[src/core/iopg_map.svh]
// What this block does
// - input port read returns 1 for high pins, 0 for low pins
// - writes to input port registers are ignored entirely
// - pulldown select bit 0 enables pulldown, 1 disables it
// - pulldown select is 4-bit read/write at 0x66, bit n to pin n
// - power-on and watchdog reset clear pulldown select to zero
// - chip-enable reset and clock stop keep pulldown select bits
// - input ports stay inputs always; halt keeps all port state
// - clock stop gates floating input paths except second port bits 3,2,0
// - output port drives pins from latch; 1 not driven, 0 low
// - output is open drain: 1 releases pin, 0 pulls low
// - output port read returns latch contents, not pin levels
// - power-on and watchdog reset clear output latch, still driven
// - chip-enable reset, clock stop and halt keep output latch
`ifndef IOPG_MAP_SVH
`define IOPG_MAP_SVH
// register index 0x66 is not word aligned, so its byte address is 4x it
`define IOPG_IDX_PULLDOWN 12'h066
`define IOPG_OFS_PULLDOWN 12'h198
`define IOPG_OFS_PD_PORT 12'h070
`define IOPG_OFS_IN_A 12'h074
`define IOPG_OFS_IN_C 12'h078
`define IOPG_OFS_OUT_PORT 12'h07c
`define IOPG_RST_PULLDOWN 4'h0
`define IOPG_RST_OUT_LATCH 4'h0
`define IOPG_GATE_KEEP_A 4'hd
`endif

[src/core/iopg_pkg.sv]
package iopg_pkg;
	typedef logic [3:0] iopg_nib_t;
	typedef enum logic [2:0] {
		IOPG_SEL_NONE = 3'b000,
		IOPG_SEL_PULLDOWN = 3'b001,
		IOPG_SEL_PD_PORT = 3'b010,
		IOPG_SEL_IN_A = 3'b011,
		IOPG_SEL_IN_C = 3'b100,
		IOPG_SEL_OUT = 3'b101
	} iopg_sel_t;
endpackage : iopg_pkg

[src/core/iopg_top.sv]
// Register access over APB was chosen for this implementation.
`timescale 1ns/10ps
`include "iopg_map.svh"
module iopg_top (
	input wire logic clk,
	input wire logic rst_n,
	input wire logic watchdog_stack_reset,
	input wire logic clock_stop,
	input wire logic halt,
	input wire logic psel,
	input wire logic penable,
	input wire logic pwrite,
	input wire logic [11:0] paddr,
	input wire logic [31:0] pwdata,
	input wire logic [3:0] pstrb,
	output logic [31:0] prdata,
	output logic pready,
	output logic pslverr,
	input wire logic [3:0] pulldown_input_port,
	input wire logic [3:0] plain_input_port_a,
	input wire logic [3:0] plain_input_port_c,
	input wire logic [3:0] open_drain_output_port_in,
	output logic [3:0] open_drain_output_port_out,
	output logic [3:0] open_drain_output_port_oe,
	output logic [3:0] pulldown_enable
);
	// rst_n is power-on reset; chip-enable reset does not reach this block
	iopg_pkg::iopg_nib_t pulldown_reg;
	iopg_pkg::iopg_nib_t latch_reg;
	iopg_pkg::iopg_nib_t sync_d1_reg, sync_d2_reg;
	iopg_pkg::iopg_nib_t sync_a1_reg, sync_a2_reg;
	iopg_pkg::iopg_nib_t sync_c1_reg, sync_c2_reg;
	iopg_pkg::iopg_nib_t gate_d, gate_a, gate_c;
	iopg_pkg::iopg_sel_t sel;
	logic hard_reset;
	logic access;
	logic wr_ok;
	logic [31:0] prdata_next;

	assign hard_reset = !rst_n || watchdog_stack_reset;
	assign access = psel && penable && !pready;

	always_comb begin
		case (paddr)
			`IOPG_OFS_PULLDOWN: sel = iopg_pkg::IOPG_SEL_PULLDOWN;
			`IOPG_OFS_PD_PORT: sel = iopg_pkg::IOPG_SEL_PD_PORT;
			`IOPG_OFS_IN_A: sel = iopg_pkg::IOPG_SEL_IN_A;
			`IOPG_OFS_IN_C: sel = iopg_pkg::IOPG_SEL_IN_C;
			`IOPG_OFS_OUT_PORT: sel = iopg_pkg::IOPG_SEL_OUT;
			default: sel = iopg_pkg::IOPG_SEL_NONE;
		endcase
	end

	// halt freezes register writes; the bus still answers
	assign wr_ok = access && pwrite && pstrb[0] && !halt;

	// synchronisers, frozen in halt
	always_ff @(posedge clk) begin
		if (!rst_n) begin
			sync_d1_reg <= 4'h0;
			sync_d2_reg <= 4'h0;
			sync_a1_reg <= 4'h0;
			sync_a2_reg <= 4'h0;
			sync_c1_reg <= 4'h0;
			sync_c2_reg <= 4'h0;
		end else if (!halt) begin
			sync_d1_reg <= pulldown_input_port;
			sync_d2_reg <= sync_d1_reg;
			sync_a1_reg <= plain_input_port_a;
			sync_a2_reg <= sync_a1_reg;
			sync_c1_reg <= plain_input_port_c;
			sync_c2_reg <= sync_c1_reg;
		end
	end

	// clock stop blocks floating inputs; a-port bits 3,2,0 stay open
	assign gate_d = clock_stop ? 4'h0 : sync_d2_reg;
	assign gate_a = clock_stop ? (sync_a2_reg & `IOPG_GATE_KEEP_A)
		: sync_a2_reg;
	assign gate_c = clock_stop ? 4'h0 : sync_c2_reg;

	always_ff @(posedge clk) begin
		if (hard_reset) begin
			pulldown_reg <= `IOPG_RST_PULLDOWN;
		end else if (wr_ok && sel == iopg_pkg::IOPG_SEL_PULLDOWN) begin
			pulldown_reg <= pwdata[3:0];
		end
	end

	always_ff @(posedge clk) begin
		if (hard_reset) begin
			latch_reg <= `IOPG_RST_OUT_LATCH;
		end else if (wr_ok && sel == iopg_pkg::IOPG_SEL_OUT) begin
			latch_reg <= pwdata[3:0];
		end
	end

	always_ff @(posedge clk) begin
		if (!rst_n) begin
			pulldown_enable <= 4'hf;
			open_drain_output_port_out <= 4'h0;
			open_drain_output_port_oe <= 4'hf;
		end else begin
			pulldown_enable <= ~pulldown_reg;
			open_drain_output_port_out <= 4'h0;
			open_drain_output_port_oe <= ~latch_reg;
		end
	end

	always_comb begin
		prdata_next = 32'h0000_0000;
		case (sel)
			iopg_pkg::IOPG_SEL_PULLDOWN: prdata_next[3:0] = pulldown_reg;
			iopg_pkg::IOPG_SEL_PD_PORT: prdata_next[3:0] = gate_d;
			iopg_pkg::IOPG_SEL_IN_A: prdata_next[3:0] = gate_a;
			iopg_pkg::IOPG_SEL_IN_C: prdata_next[3:0] = gate_c;
			iopg_pkg::IOPG_SEL_OUT: prdata_next[3:0] = latch_reg;
			default: prdata_next = 32'h0000_0000;
		endcase
	end

	// one wait state: pready rises in the second access cycle
	always_ff @(posedge clk) begin
		if (!rst_n) begin
			pready <= 1'b0;
			pslverr <= 1'b0;
			prdata <= 32'h0000_0000;
		end else begin
			pready <= access;
			pslverr <= access && sel == iopg_pkg::IOPG_SEL_NONE;
			if (access && !pwrite) begin
				prdata <= prdata_next;
			end
		end
	end

	// input port writes fall to no register

	pd_reset_a: assert property (
		@(posedge clk) disable iff (!rst_n)
		watchdog_stack_reset |=> pulldown_reg == 4'h0)
		else $error("pulldown select not cleared");

	latch_reset_a: assert property (
		@(posedge clk) disable iff (!rst_n)
		watchdog_stack_reset |=> latch_reg == 4'h0 ##1
		open_drain_output_port_oe == 4'hf)
		else $error("output latch not cleared");

	wd_pd_en_a: assert property (
		@(posedge clk) disable iff (!rst_n)
		watchdog_stack_reset |=> ##1 pulldown_enable == 4'hf)
		else $error("pulldowns not reconnected");

	pd_drive_a: assert property (
		@(posedge clk) disable iff (!rst_n)
		rst_n |=> pulldown_enable == ~$past(pulldown_reg))
		else $error("pulldown enable wrong");

	od_low_a: assert property (
		@(posedge clk) disable iff (!rst_n)
		open_drain_output_port_out == 4'h0)
		else $error("open drain drives high");

	od_drive_a: assert property (
		@(posedge clk) disable iff (!rst_n)
		rst_n |=> open_drain_output_port_oe == ~$past(latch_reg))
		else $error("open drain drive wrong");

	out_write_a: assert property (
		@(posedge clk) disable iff (!rst_n)
		wr_ok && sel == iopg_pkg::IOPG_SEL_OUT && !watchdog_stack_reset
		|=> latch_reg == $past(pwdata[3:0]))
		else $error("latch write lost");

	pd_write_a: assert property (
		@(posedge clk) disable iff (!rst_n)
		wr_ok && sel == iopg_pkg::IOPG_SEL_PULLDOWN && !watchdog_stack_reset
		|=> pulldown_reg == $past(pwdata[3:0]))
		else $error("pulldown select write lost");

	halt_keep_a: assert property (
		@(posedge clk) disable iff (!rst_n)
		halt && !watchdog_stack_reset
		|=> $stable(latch_reg) && $stable(pulldown_reg))
		else $error("state changed in halt");

	halt_sync_a: assert property (
		@(posedge clk) disable iff (!rst_n)
		halt |=> $stable(sync_d2_reg) && $stable(sync_a2_reg) &&
		$stable(sync_c2_reg))
		else $error("input state changed in halt");

	in_write_a: assert property (
		@(posedge clk) disable iff (!rst_n)
		access && pwrite && sel == iopg_pkg::IOPG_SEL_IN_A &&
		!watchdog_stack_reset
		|=> $stable(latch_reg) && $stable(pulldown_reg))
		else $error("input write changed state");

	pd_port_write_a: assert property (
		@(posedge clk) disable iff (!rst_n)
		access && pwrite && sel == iopg_pkg::IOPG_SEL_PD_PORT &&
		!watchdog_stack_reset
		|=> $stable(latch_reg) && $stable(pulldown_reg))
		else $error("pulldown port write changed state");

	c_write_a: assert property (
		@(posedge clk) disable iff (!rst_n)
		access && pwrite && sel == iopg_pkg::IOPG_SEL_IN_C &&
		!watchdog_stack_reset
		|=> $stable(latch_reg) && $stable(pulldown_reg))
		else $error("port c write changed state");

	bad_write_a: assert property (
		@(posedge clk) disable iff (!rst_n)
		access && pwrite && sel == iopg_pkg::IOPG_SEL_NONE &&
		!watchdog_stack_reset
		|=> $stable(latch_reg) && $stable(pulldown_reg))
		else $error("unmapped write changed state");

	no_strobe_a: assert property (
		@(posedge clk) disable iff (!rst_n)
		access && pwrite && !pstrb[0] && !watchdog_stack_reset
		|=> $stable(latch_reg) && $stable(pulldown_reg))
		else $error("write without strobe landed");

	out_read_a: assert property (
		@(posedge clk) disable iff (!rst_n)
		access && !pwrite && sel == iopg_pkg::IOPG_SEL_OUT
		|=> prdata[3:0] == $past(latch_reg))
		else $error("output read not latch");

	pd_read_a: assert property (
		@(posedge clk) disable iff (!rst_n)
		access && !pwrite && sel == iopg_pkg::IOPG_SEL_PULLDOWN
		|=> prdata[3:0] == $past(pulldown_reg))
		else $error("pulldown select read wrong");

	in_read_a: assert property (
		@(posedge clk) disable iff (!rst_n)
		access && !pwrite && sel == iopg_pkg::IOPG_SEL_IN_C && !clock_stop
		|=> prdata[3:0] == $past(sync_c2_reg))
		else $error("input read wrong");

	a_read_a: assert property (
		@(posedge clk) disable iff (!rst_n)
		access && !pwrite && sel == iopg_pkg::IOPG_SEL_IN_A && !clock_stop
		|=> prdata[3:0] == $past(sync_a2_reg))
		else $error("port a read wrong");

	d_read_a: assert property (
		@(posedge clk) disable iff (!rst_n)
		access && !pwrite && sel == iopg_pkg::IOPG_SEL_PD_PORT &&
		!clock_stop
		|=> prdata[3:0] == $past(sync_d2_reg))
		else $error("pulldown port read wrong");

	prdata_hi_a: assert property (
		@(posedge clk) disable iff (!rst_n)
		prdata[31:4] == 28'h0)
		else $error("read data upper bits set");

	read_hold_a: assert property (
		@(posedge clk) disable iff (!rst_n)
		!(access && !pwrite) |=> $stable(prdata))
		else $error("read data changed without read");

	stop_gate_a: assert property (
		@(posedge clk) disable iff (!rst_n)
		clock_stop |-> gate_d == 4'h0 && gate_a[1] == 1'b0 &&
		gate_c == 4'h0)
		else $error("clock stop gating wrong");

	stop_pass_a: assert property (
		@(posedge clk) disable iff (!rst_n)
		clock_stop |-> gate_a[3:2] == sync_a2_reg[3:2] &&
		gate_a[0] == sync_a2_reg[0])
		else $error("clock stop blocked an excepted bit");

	run_pass_a: assert property (
		@(posedge clk) disable iff (!rst_n)
		!clock_stop |-> gate_d == sync_d2_reg && gate_a == sync_a2_reg &&
		gate_c == sync_c2_reg)
		else $error("input gated while running");

	sync_path_a: assert property (
		@(posedge clk) disable iff (!rst_n)
		!halt ##1 !halt |=> sync_d2_reg == $past(pulldown_input_port, 2))
		else $error("synchroniser depth wrong");

	sync_a_path_a: assert property (
		@(posedge clk) disable iff (!rst_n)
		!halt ##1 !halt |=> sync_a2_reg == $past(plain_input_port_a, 2))
		else $error("port a synchroniser depth wrong");

	sync_c_path_a: assert property (
		@(posedge clk) disable iff (!rst_n)
		!halt ##1 !halt |=> sync_c2_reg == $past(plain_input_port_c, 2))
		else $error("port c synchroniser depth wrong");

	stop_keep_a: assert property (
		@(posedge clk) disable iff (!rst_n)
		clock_stop && !wr_ok && !watchdog_stack_reset
		|=> $stable(pulldown_reg))
		else $error("pulldown select lost in clock stop");

	stop_latch_a: assert property (
		@(posedge clk) disable iff (!rst_n)
		clock_stop && !wr_ok && !watchdog_stack_reset
		|=> $stable(latch_reg))
		else $error("output latch lost in clock stop");

	ready_answer_a: assert property (
		@(posedge clk) disable iff (!rst_n)
		access |=> pready)
		else $error("access not answered");

	ready_pulse_a: assert property (
		@(posedge clk) disable iff (!rst_n)
		pready |=> !pready)
		else $error("ready longer than one cycle");

	halt_bus_a: assert property (
		@(posedge clk) disable iff (!rst_n)
		halt && access |=> pready)
		else $error("bus stalled in halt");

	err_map_a: assert property (
		@(posedge clk) disable iff (!rst_n)
		access && sel == iopg_pkg::IOPG_SEL_NONE |=> pslverr && pready)
		else $error("unmapped access without error");

	err_only_a: assert property (
		@(posedge clk) disable iff (!rst_n)
		pslverr |-> pready)
		else $error("error without ready");

	sel_decode_a: assert property (
		@(posedge clk) disable iff (!rst_n)
		paddr == `IOPG_OFS_PULLDOWN |-> sel == iopg_pkg::IOPG_SEL_PULLDOWN)
		else $error("pulldown select not decoded");

	out_decode_a: assert property (
		@(posedge clk) disable iff (!rst_n)
		paddr == `IOPG_OFS_OUT_PORT |-> sel == iopg_pkg::IOPG_SEL_OUT)
		else $error("output port not decoded");

	rd_cov_c: cover property (@(posedge clk) access && !pwrite);
	wr_cov_c: cover property (@(posedge clk) wr_ok);
	err_cov_c: cover property (@(posedge clk) pslverr);
	stop_cov_c: cover property (@(posedge clk) clock_stop && access);
	halt_cov_c: cover property (@(posedge clk) halt && access && pwrite);
endmodule : iopg_top

[config.mk]
export PLATFORM = sky130hd
export DESIGN_NAME = iopg_top
export DESIGN_NICKNAME = d
export VERILOG_FILES = /design/src/core/iopg_pkg.sv /design/src/core/iopg_top.sv
export VERILOG_INCLUDE_DIRS = /design/src /design/src/core
export SDC_FILE = /design/constraint.sdc
export NUM_CORES = 1
export LEC_CHECK = 0
export ABC_AREA = 1
export BUFFER_PORTS_ARGS = -buffer_cell sky130_fd_sc_hd__buf_2
export CAP_MARGIN = 40
export CORE_MARGIN = 2
export CORE_UTILIZATION = 45
export DETAILED_ROUTE_END_ITERATION = 7
export PLACE_DENSITY = 0.76
export SLEW_MARGIN = 10
export SYNTH_ARGS = -nofsm -noshare
export SYNTH_HDL_FRONTEND = slang
export SYNTH_SLANG_ARGS = --single-unit
export TNS_END_PERCENT = 5
[constraint.sdc]
create_clock -name clk -period 1.2 [get_ports clk]
set_input_delay 0.12 -clock clk [delete_from_list [all_inputs] [get_ports clk]]
set_output_delay 0.12 -clock clk [all_outputs]
set_load 0.1 [all_outputs]
==> flow_metrics.py, run 1 <==
metrics = {
    "run_status": {
        "status": "finished with violations",
        "failed_checks": "negative setup slack",
    },
    "critical_path": {
        "rrSetupSlack_ns": -0.05,
        "end_kind": "flip-flop",
        "crit_type": "flip-flop to flip-flop",
        "reg2reg_depth": 5,
        "critPathMaxStageDelay_ns": 0.34,
        "path_delay_family": "simple AND/OR/NAND/NOR gates",
        "cp_data_arrival_time_ns": 1.44,
        "crit_path_max_fanout": 8,
        "startpoint_type": "flip-flop",
        "slowest_stage": "dfxtp_4",
        "crit_path_cell_trace": "nand3b_1, nor2_4, nand3_4, o21ai_1, a21oi_1",
        "critPathRequiredTime_ns": 1.40,
        "crit-reg2reg-launch": "pready",
        "path_buf_inv": 0,
        "r2r_end": "pulldown_reg[1]",
    },
    "worst_hold_path": {
        "hold_depth": 3,
        "hold_start": "pulldown_input_port[0]",
        "hp-class": "primary input to flip-flop",
        "min_to": "sync_d1_reg[0]",
    },
    "clock_network": {
        "cts_max_path_buffers": 2,
        "cts_inserted_buffers": 5,
        "root_buffer": "clkbuf_8",
        "clk-insertion-delay-late_ns": 0.30,
        "cts_hold_buf": 0,
        "path_clk_slew_ns": 0.08,
        "htree_levels": 2,
        "clock_sinks": 46,
        "cts_tree": "built",
    },
    "synthesis": {
        "synth_area_per_cell_um2": 7.26,
        "ys_ff_latch": 46,
        "yosysSeqAreaShare": 0.415,
        "yosysUniqueCellTypes": 24,
        "synthCells": 306,
        "yosys_warnings": 0,
        "synth_area_um2": 2220,
    },
    "placement": {
        "globalplace.congestion": 0.831,
        "hpwl_mm": 3.41,
        "place_area_um2": 2470,
        "pre_cts_slack_ns": -0.0523,
        "portBuffers": 50,
    },
    "route": {
        "drcViolationCount": 0,
        "routed_wirelength_mm": 4.59,
        "ant_nets": 0,
        "drt_iter0_drc": 78,
        "vias_per_cell": 4.53,
        "vias": 1933,
        "drt-pass1-iter-count": 4,
        "wire_per_inst_um": 10.7,
    },
    "power_and_ir_drop": {
        "p_total_mw": 3.25,
        "p_per_area_nw_per_um2": 1250,
        "p_leak_nw": 1.18,
        "peakVddDrop_uv": 935,
    },
    "sta": {
        "setup_ws_ns": -0.0494,
        "slew_viol_final": 0,
        "whs_ns": 0.0538,
        "rsz0062_at_grt": "true",
        "period_share": 1.04,
        "max_freq_mhz": 800,
        "period_needed_ns": 1.25,
        "finClkSkew_ns": 0.00580,
        "hold_viol": 0,
        "setup_viol": 9,
    },
    "global_route": {
        "grt_usage": 0.177,
        "grt_max_degree": 34,
        "grt.overflow.total": 0,
        "antenna_found_initial": 0,
        "grt_pass1_wl_mm": 7.57,
        "grt_pass1_vias": 1794,
    },
    "finish": {
        "diodes": 0,
        "area_growth_pct": 17.6,
        "layout-drive-gt1-share": 0.264,
        "fin_area_um2": 2610,
        "nets": 431,
    },
    "die": {
        "fp.dieW_um": 74.3,
        "dieArea_um2": 5510,
        "core-area_um2": 4750,
        "die_height_um": 74.3,
        "start_util": 0.467,
        "rows": 25,
        "io-pin-count": 118,
    },
    "run": {
        "drv_cap": 0,
    },
}
## worst reg2reg max path: cells and delay by family, from the launching register on
kind,cells,cell delay (ns)
AO/OA/AOI/OAI,2,0.23
flip-flops,1,0.34
AND/OR/NAND/NOR,3,0.59
## cells by family (layout without fill, tap and decap cells)
| logic type | after synthesis | in the layout | synth area share |
|---|---|---|---|
| and+or+nand+nor | 137 | 137 | 0.287 |
| buffers and inverters | 73 | 96 | 0.181 |
| AOI/OAI and AO/OA | 49 | 49 | 0.115 |
| DFF | 46 | 46 | 0.415 |
| other | 1 | 32 | 0.00169 |
## cells in the final DEF (no fill, tap or decap), types with 5 or more instances in the layout
cell,Yosys,routed
a21oi_1,20,16
buf_2,0,46
buf_4,32,5
clkbuf_8,0,5
conb_1,1,32
dfxtp_1,46,45
inv_1,23,23
inv_2,9,8
nand2_1,45,45
nand3_1,13,13
nand4_1,10,10
nor2_1,51,49
o21ai_0,27,24
## worst max-delay path by stage
| stage | endpoint | startpoint | cells after the start | slack (ns) |
|---|---|---|---|---|
| after floorplan | pulldown_reg[1] | pready | 5 | -0.08 |
| after global placement | pulldown_reg[1] | paddr[5] | 7 | -0.02 |
| after detailed placement | pulldown_reg[0] | paddr[5] | 7 | -0.05 |
| after CTS | pulldown_reg[3] | pready | 5 | -0.006 |
| after global routing | pulldown_reg[2] | pready | 5 | -0.12 |
| final | pulldown_reg[1] | pready | 5 | -0.05 |
## repair_timing
item | CTS | global route
cloned | 0 | 0
endpoints found under the setup margin | 9 | 16
setup buffers | 0 | 0
pin swaps | 1 | 1
gates resized for setup | 5 | 10
## synthesized netlist by cell type (all sizes together)
library cell	n	area share
clkbuf	8	0.014
buf	33	0.11
nand4	10	0.028
dfxtp	46	0.41
inv	32	0.054
a221oi	1	0.0039
nand3b	1	0.0034
a21oi	20	0.045
nor3	4	0.011
nor2	58	0.12
o21ai	27	0.061
nand2	49	0.090
conb	1	0.0017
a211oi	1	0.0056
nand3	15	0.038
## per-stage QoR
step / TNS, ns / cells / util
4_1_cts: -0.0208 / 427 / 0.542
2_1_floorplan: -0.668 / 337 / -
6_report: -0.233 / 427 / 0.549
5_1_grt: -1.13 / 427 / 0.549
3_3_place_gp: -0.0412 / 419 / 0.519
3_5_place_dp: -0.166 / 419 / 0.519
## final cells by class
cell class                 count  area, µm²
clock buffer                   6       72.6
sequential                    46        925
tap                           67       83.8
fill                         473       2140
multi-input combinational    218       1060
inverter                      32        123
clock inverter                 2       10.0
timing repair buffer          56        334
## per-layer routing
layer | vias up | share of wire | global-route usage
li1 | 1017 | - | -
met1 | 852 | 0.45 | 0.207
met2 | 56 | 0.47 | 0.302
met3 | 8 | 0.061 | 0.0501
met4 | 0 | 0.020 | 0.0794
met5 | - | 0 | 0
## report_power, final
part | leakage, nW | internal, mW | switching [mW] | total (mW)
combinational | 0.762 | 0.114 | 0.636 | 0.750
clock | 0.0450 | 0.404 | 0.498 | 0.902
sequential | 0.378 | 1.58 | 0.0211 | 1.60
total | 1.18 | 2.10 | 1.16 | 3.25
Power figures use the tool's default switching activity.
==> inputs of run 2 (changes only) <==
--- a/config.mk
+++ b/config.mk
@@ -13,7 +13,7 @@
 export CORE_UTILIZATION = 45
 export DETAILED_ROUTE_END_ITERATION = 7
 export PLACE_DENSITY = 0.76
-export SLEW_MARGIN = 10
+export SLEW_MARGIN = 20
 export SYNTH_ARGS = -nofsm -noshare
 export SYNTH_HDL_FRONTEND = slang
 export SYNTH_SLANG_ARGS = --single-unit
==> constraint.sdc (replaced) <==
create_clock -name clk -period 1.4 [get_ports clk]
set_input_delay 0.14 -clock clk [delete_from_list [all_inputs] [get_ports clk]]
set_output_delay 0.14 -clock clk [all_outputs]
set_load 0.1 [all_outputs]
==> run 2 against run 1 <==
  * The run now ends clean
  * Cell area decreased by 4.1%
  * Worst setup slack improved by 0.23 ns
  * Clock skew decreased by 0.0020 ns
  * Non-clock buffer count decreased by 3
  * Largest cell class unchanged
==> flow_metrics.py, run 2 (synthesized netlist as in run 1, its figures left out) <==
metrics = {
    "worst_hold_path": {
        "hold_depth": 3,
        "min_to": "sync_c1_reg[3]",
        "hold_start": "plain_input_port_c[3]",
        "hp-class": "primary input to flip-flop",
    },
    "global_route": {
        "grt_pass1_wl_mm": 6.51,
        "grt_pass1_vias": 1533,
        "grt_usage": 0.155,
        "grt.overflow.total": 0,
        "grt_max_degree": 34,
        "antenna_found_initial": 0,
    },
    "die": {
        "start_util": 0.467,
        "die_height_um": 74.3,
        "dieArea_um2": 5510,
        "rows": 25,
        "fp.dieW_um": 74.3,
        "core-area_um2": 4750,
        "io-pin-count": 118,
    },
    "critical_path": {
        "rrSetupSlack_ns": 0.18,
        "reg2reg_depth": 5,
        "cp_data_arrival_time_ns": 1.41,
        "startpoint_type": "flip-flop",
        "crit_path_max_fanout": 8,
        "critPathRequiredTime_ns": 1.59,
        "end_kind": "flip-flop",
        "r2r_end": "pulldown_reg[2]",
        "crit-reg2reg-launch": "pready",
        "crit_type": "flip-flop to flip-flop",
        "cp-startpoint": "pready",
    },
    "finish": {
        "diodes": 0,
        "final_core_util": 0.527,
        "area_growth_pct": 12.8,
        "nets": 428,
        "final_cells": 424,
        "layout-drive-gt1-share": 0.238,
        "fin_area_um2": 2500,
        "final_cell_mix": "nor2_1, buf_2, nand2_1, dfxtp_1, conb_1",
        "final_common_cell": "nor2_1",
    },
    "clock_network": {
        "htree_levels": 2,
        "cts_setup_buffers": 0,
        "clock_sinks": 46,
        "path_clk_slew_ns": 0.08,
        "cts_tree": "built",
        "root_buffer": "clkbuf_8",
        "post_cts_resized": 0,
        "clk-insertion-delay-late_ns": 0.30,
        "cts_max_path_buffers": 2,
        "cts_inserted_buffers": 5,
        "cts_hold_buf": 0,
    },
    "route": {
        "drcViolationCount": 0,
        "drt_iter0_drc": 53,
        "routed_wirelength_mm": 4.09,
        "ant_nets": 0,
        "vias_per_cell": 4.41,
        "wire_per_inst_um": 9.64,
        "vias": 1869,
        "drt-pass1-iter-count": 4,
    },
    "power_and_ir_drop": {
        "peakVddDrop_uv": 699,
        "p_per_area_nw_per_um2": 1120,
        "p_total_mw": 2.81,
        "p_leak_nw": 1.17,
    },
    "sta": {
        "hold_viol": 0,
        "fin_tns_setup_ns": 0,
        "slew_viol_final": 0,
        "rsz0062_at_grt": "false",
        "setup_ws_ns": 0.183,
        "max_freq_mhz": 822,
        "setup_viol": 0,
        "whs_ns": 0.0730,
        "finClkSkew_ns": 0.00375,
        "period_needed_ns": 1.22,
        "period_share": 0.869,
    },
    "placement": {
        "place_area_um2": 2410,
        "place_inst": 416,
        "globalplace.congestion": 0.833,
        "hpwl_mm": 3.17,
        "portBuffers": 50,
        "pre_cts_slack_ns": 0.164,
    },
    "run": {
        "drv_cap": 0,
    },
    "run_status": {
        "status": "finished, final reports clean",
    },
}
-- run 2: cell types whose count changed in the layout (fill, tap and decap cells not counted), moves of 3 or more --
| cell | previous run | this run |
|---|---|---|
| a21oi_1 | 16 | 20 |
| a21oi_2 | 4 | 0 |
| buf_2 | 46 | 50 |
| o21ai_0 | 24 | 27 |
-- run 2: worst max-delay path by stage --
stage	endpoint	slack, ns	cells past startpoint
3_3_place_gp	pulldown_reg[2]	0.18	7
3_5_place_dp	pulldown_reg[2]	0.16	7
6_report	pulldown_reg[2]	0.18	5
5_1_grt	pulldown_reg[2]	0.07	5
4_1_cts	prdata[3]	0.18	1
2_1_floorplan	pulldown_reg[1]	0.04	5
-- run 2: where the power goes --
part	switching (mW)	leakage (nW)	internal [mW]
Sequential	0.0185	0.377	1.36
Clock	0.412	0.0482	0.398
Combinational	0.533	0.742	0.0916
Total	0.963	1.17	1.85
-- run 2: per-layer routing --
| metal | up-vias | GRT usage | part of all wire |
|---|---|---|---|
| met1 | 806 | 0.186 | 0.44 |
| li1 | 1007 | - | - |
| met3 | 6 | 0.0542 | 0.059 |
| met2 | 50 | 0.253 | 0.48 |
| met4 | 0 | 0.0655 | 0.013 |
| met5 | - | 0 | 0 |
-- run 2: layout make-up --
cell class | instances | area [µm²]
Clock buffer | 7 | 86.3
Clock inverter | 1 | 5.00
Fill cell | 498 | 2250
Inverter | 32 | 120
Multi-Input combinational cell | 218 | 1010
Sequential cell | 46 | 922
Tap cell | 67 | 83.8
Timing Repair Buffer | 53 | 273
-- run 2: critical path: stages, from the launching register on --
cell	delay (ns)
dfxtp_2	0.31
nand3b_1	0.20
nor2_2	0.16
nand3_2	0.18
o21ai_0	0.20
a21oi_1	0.05
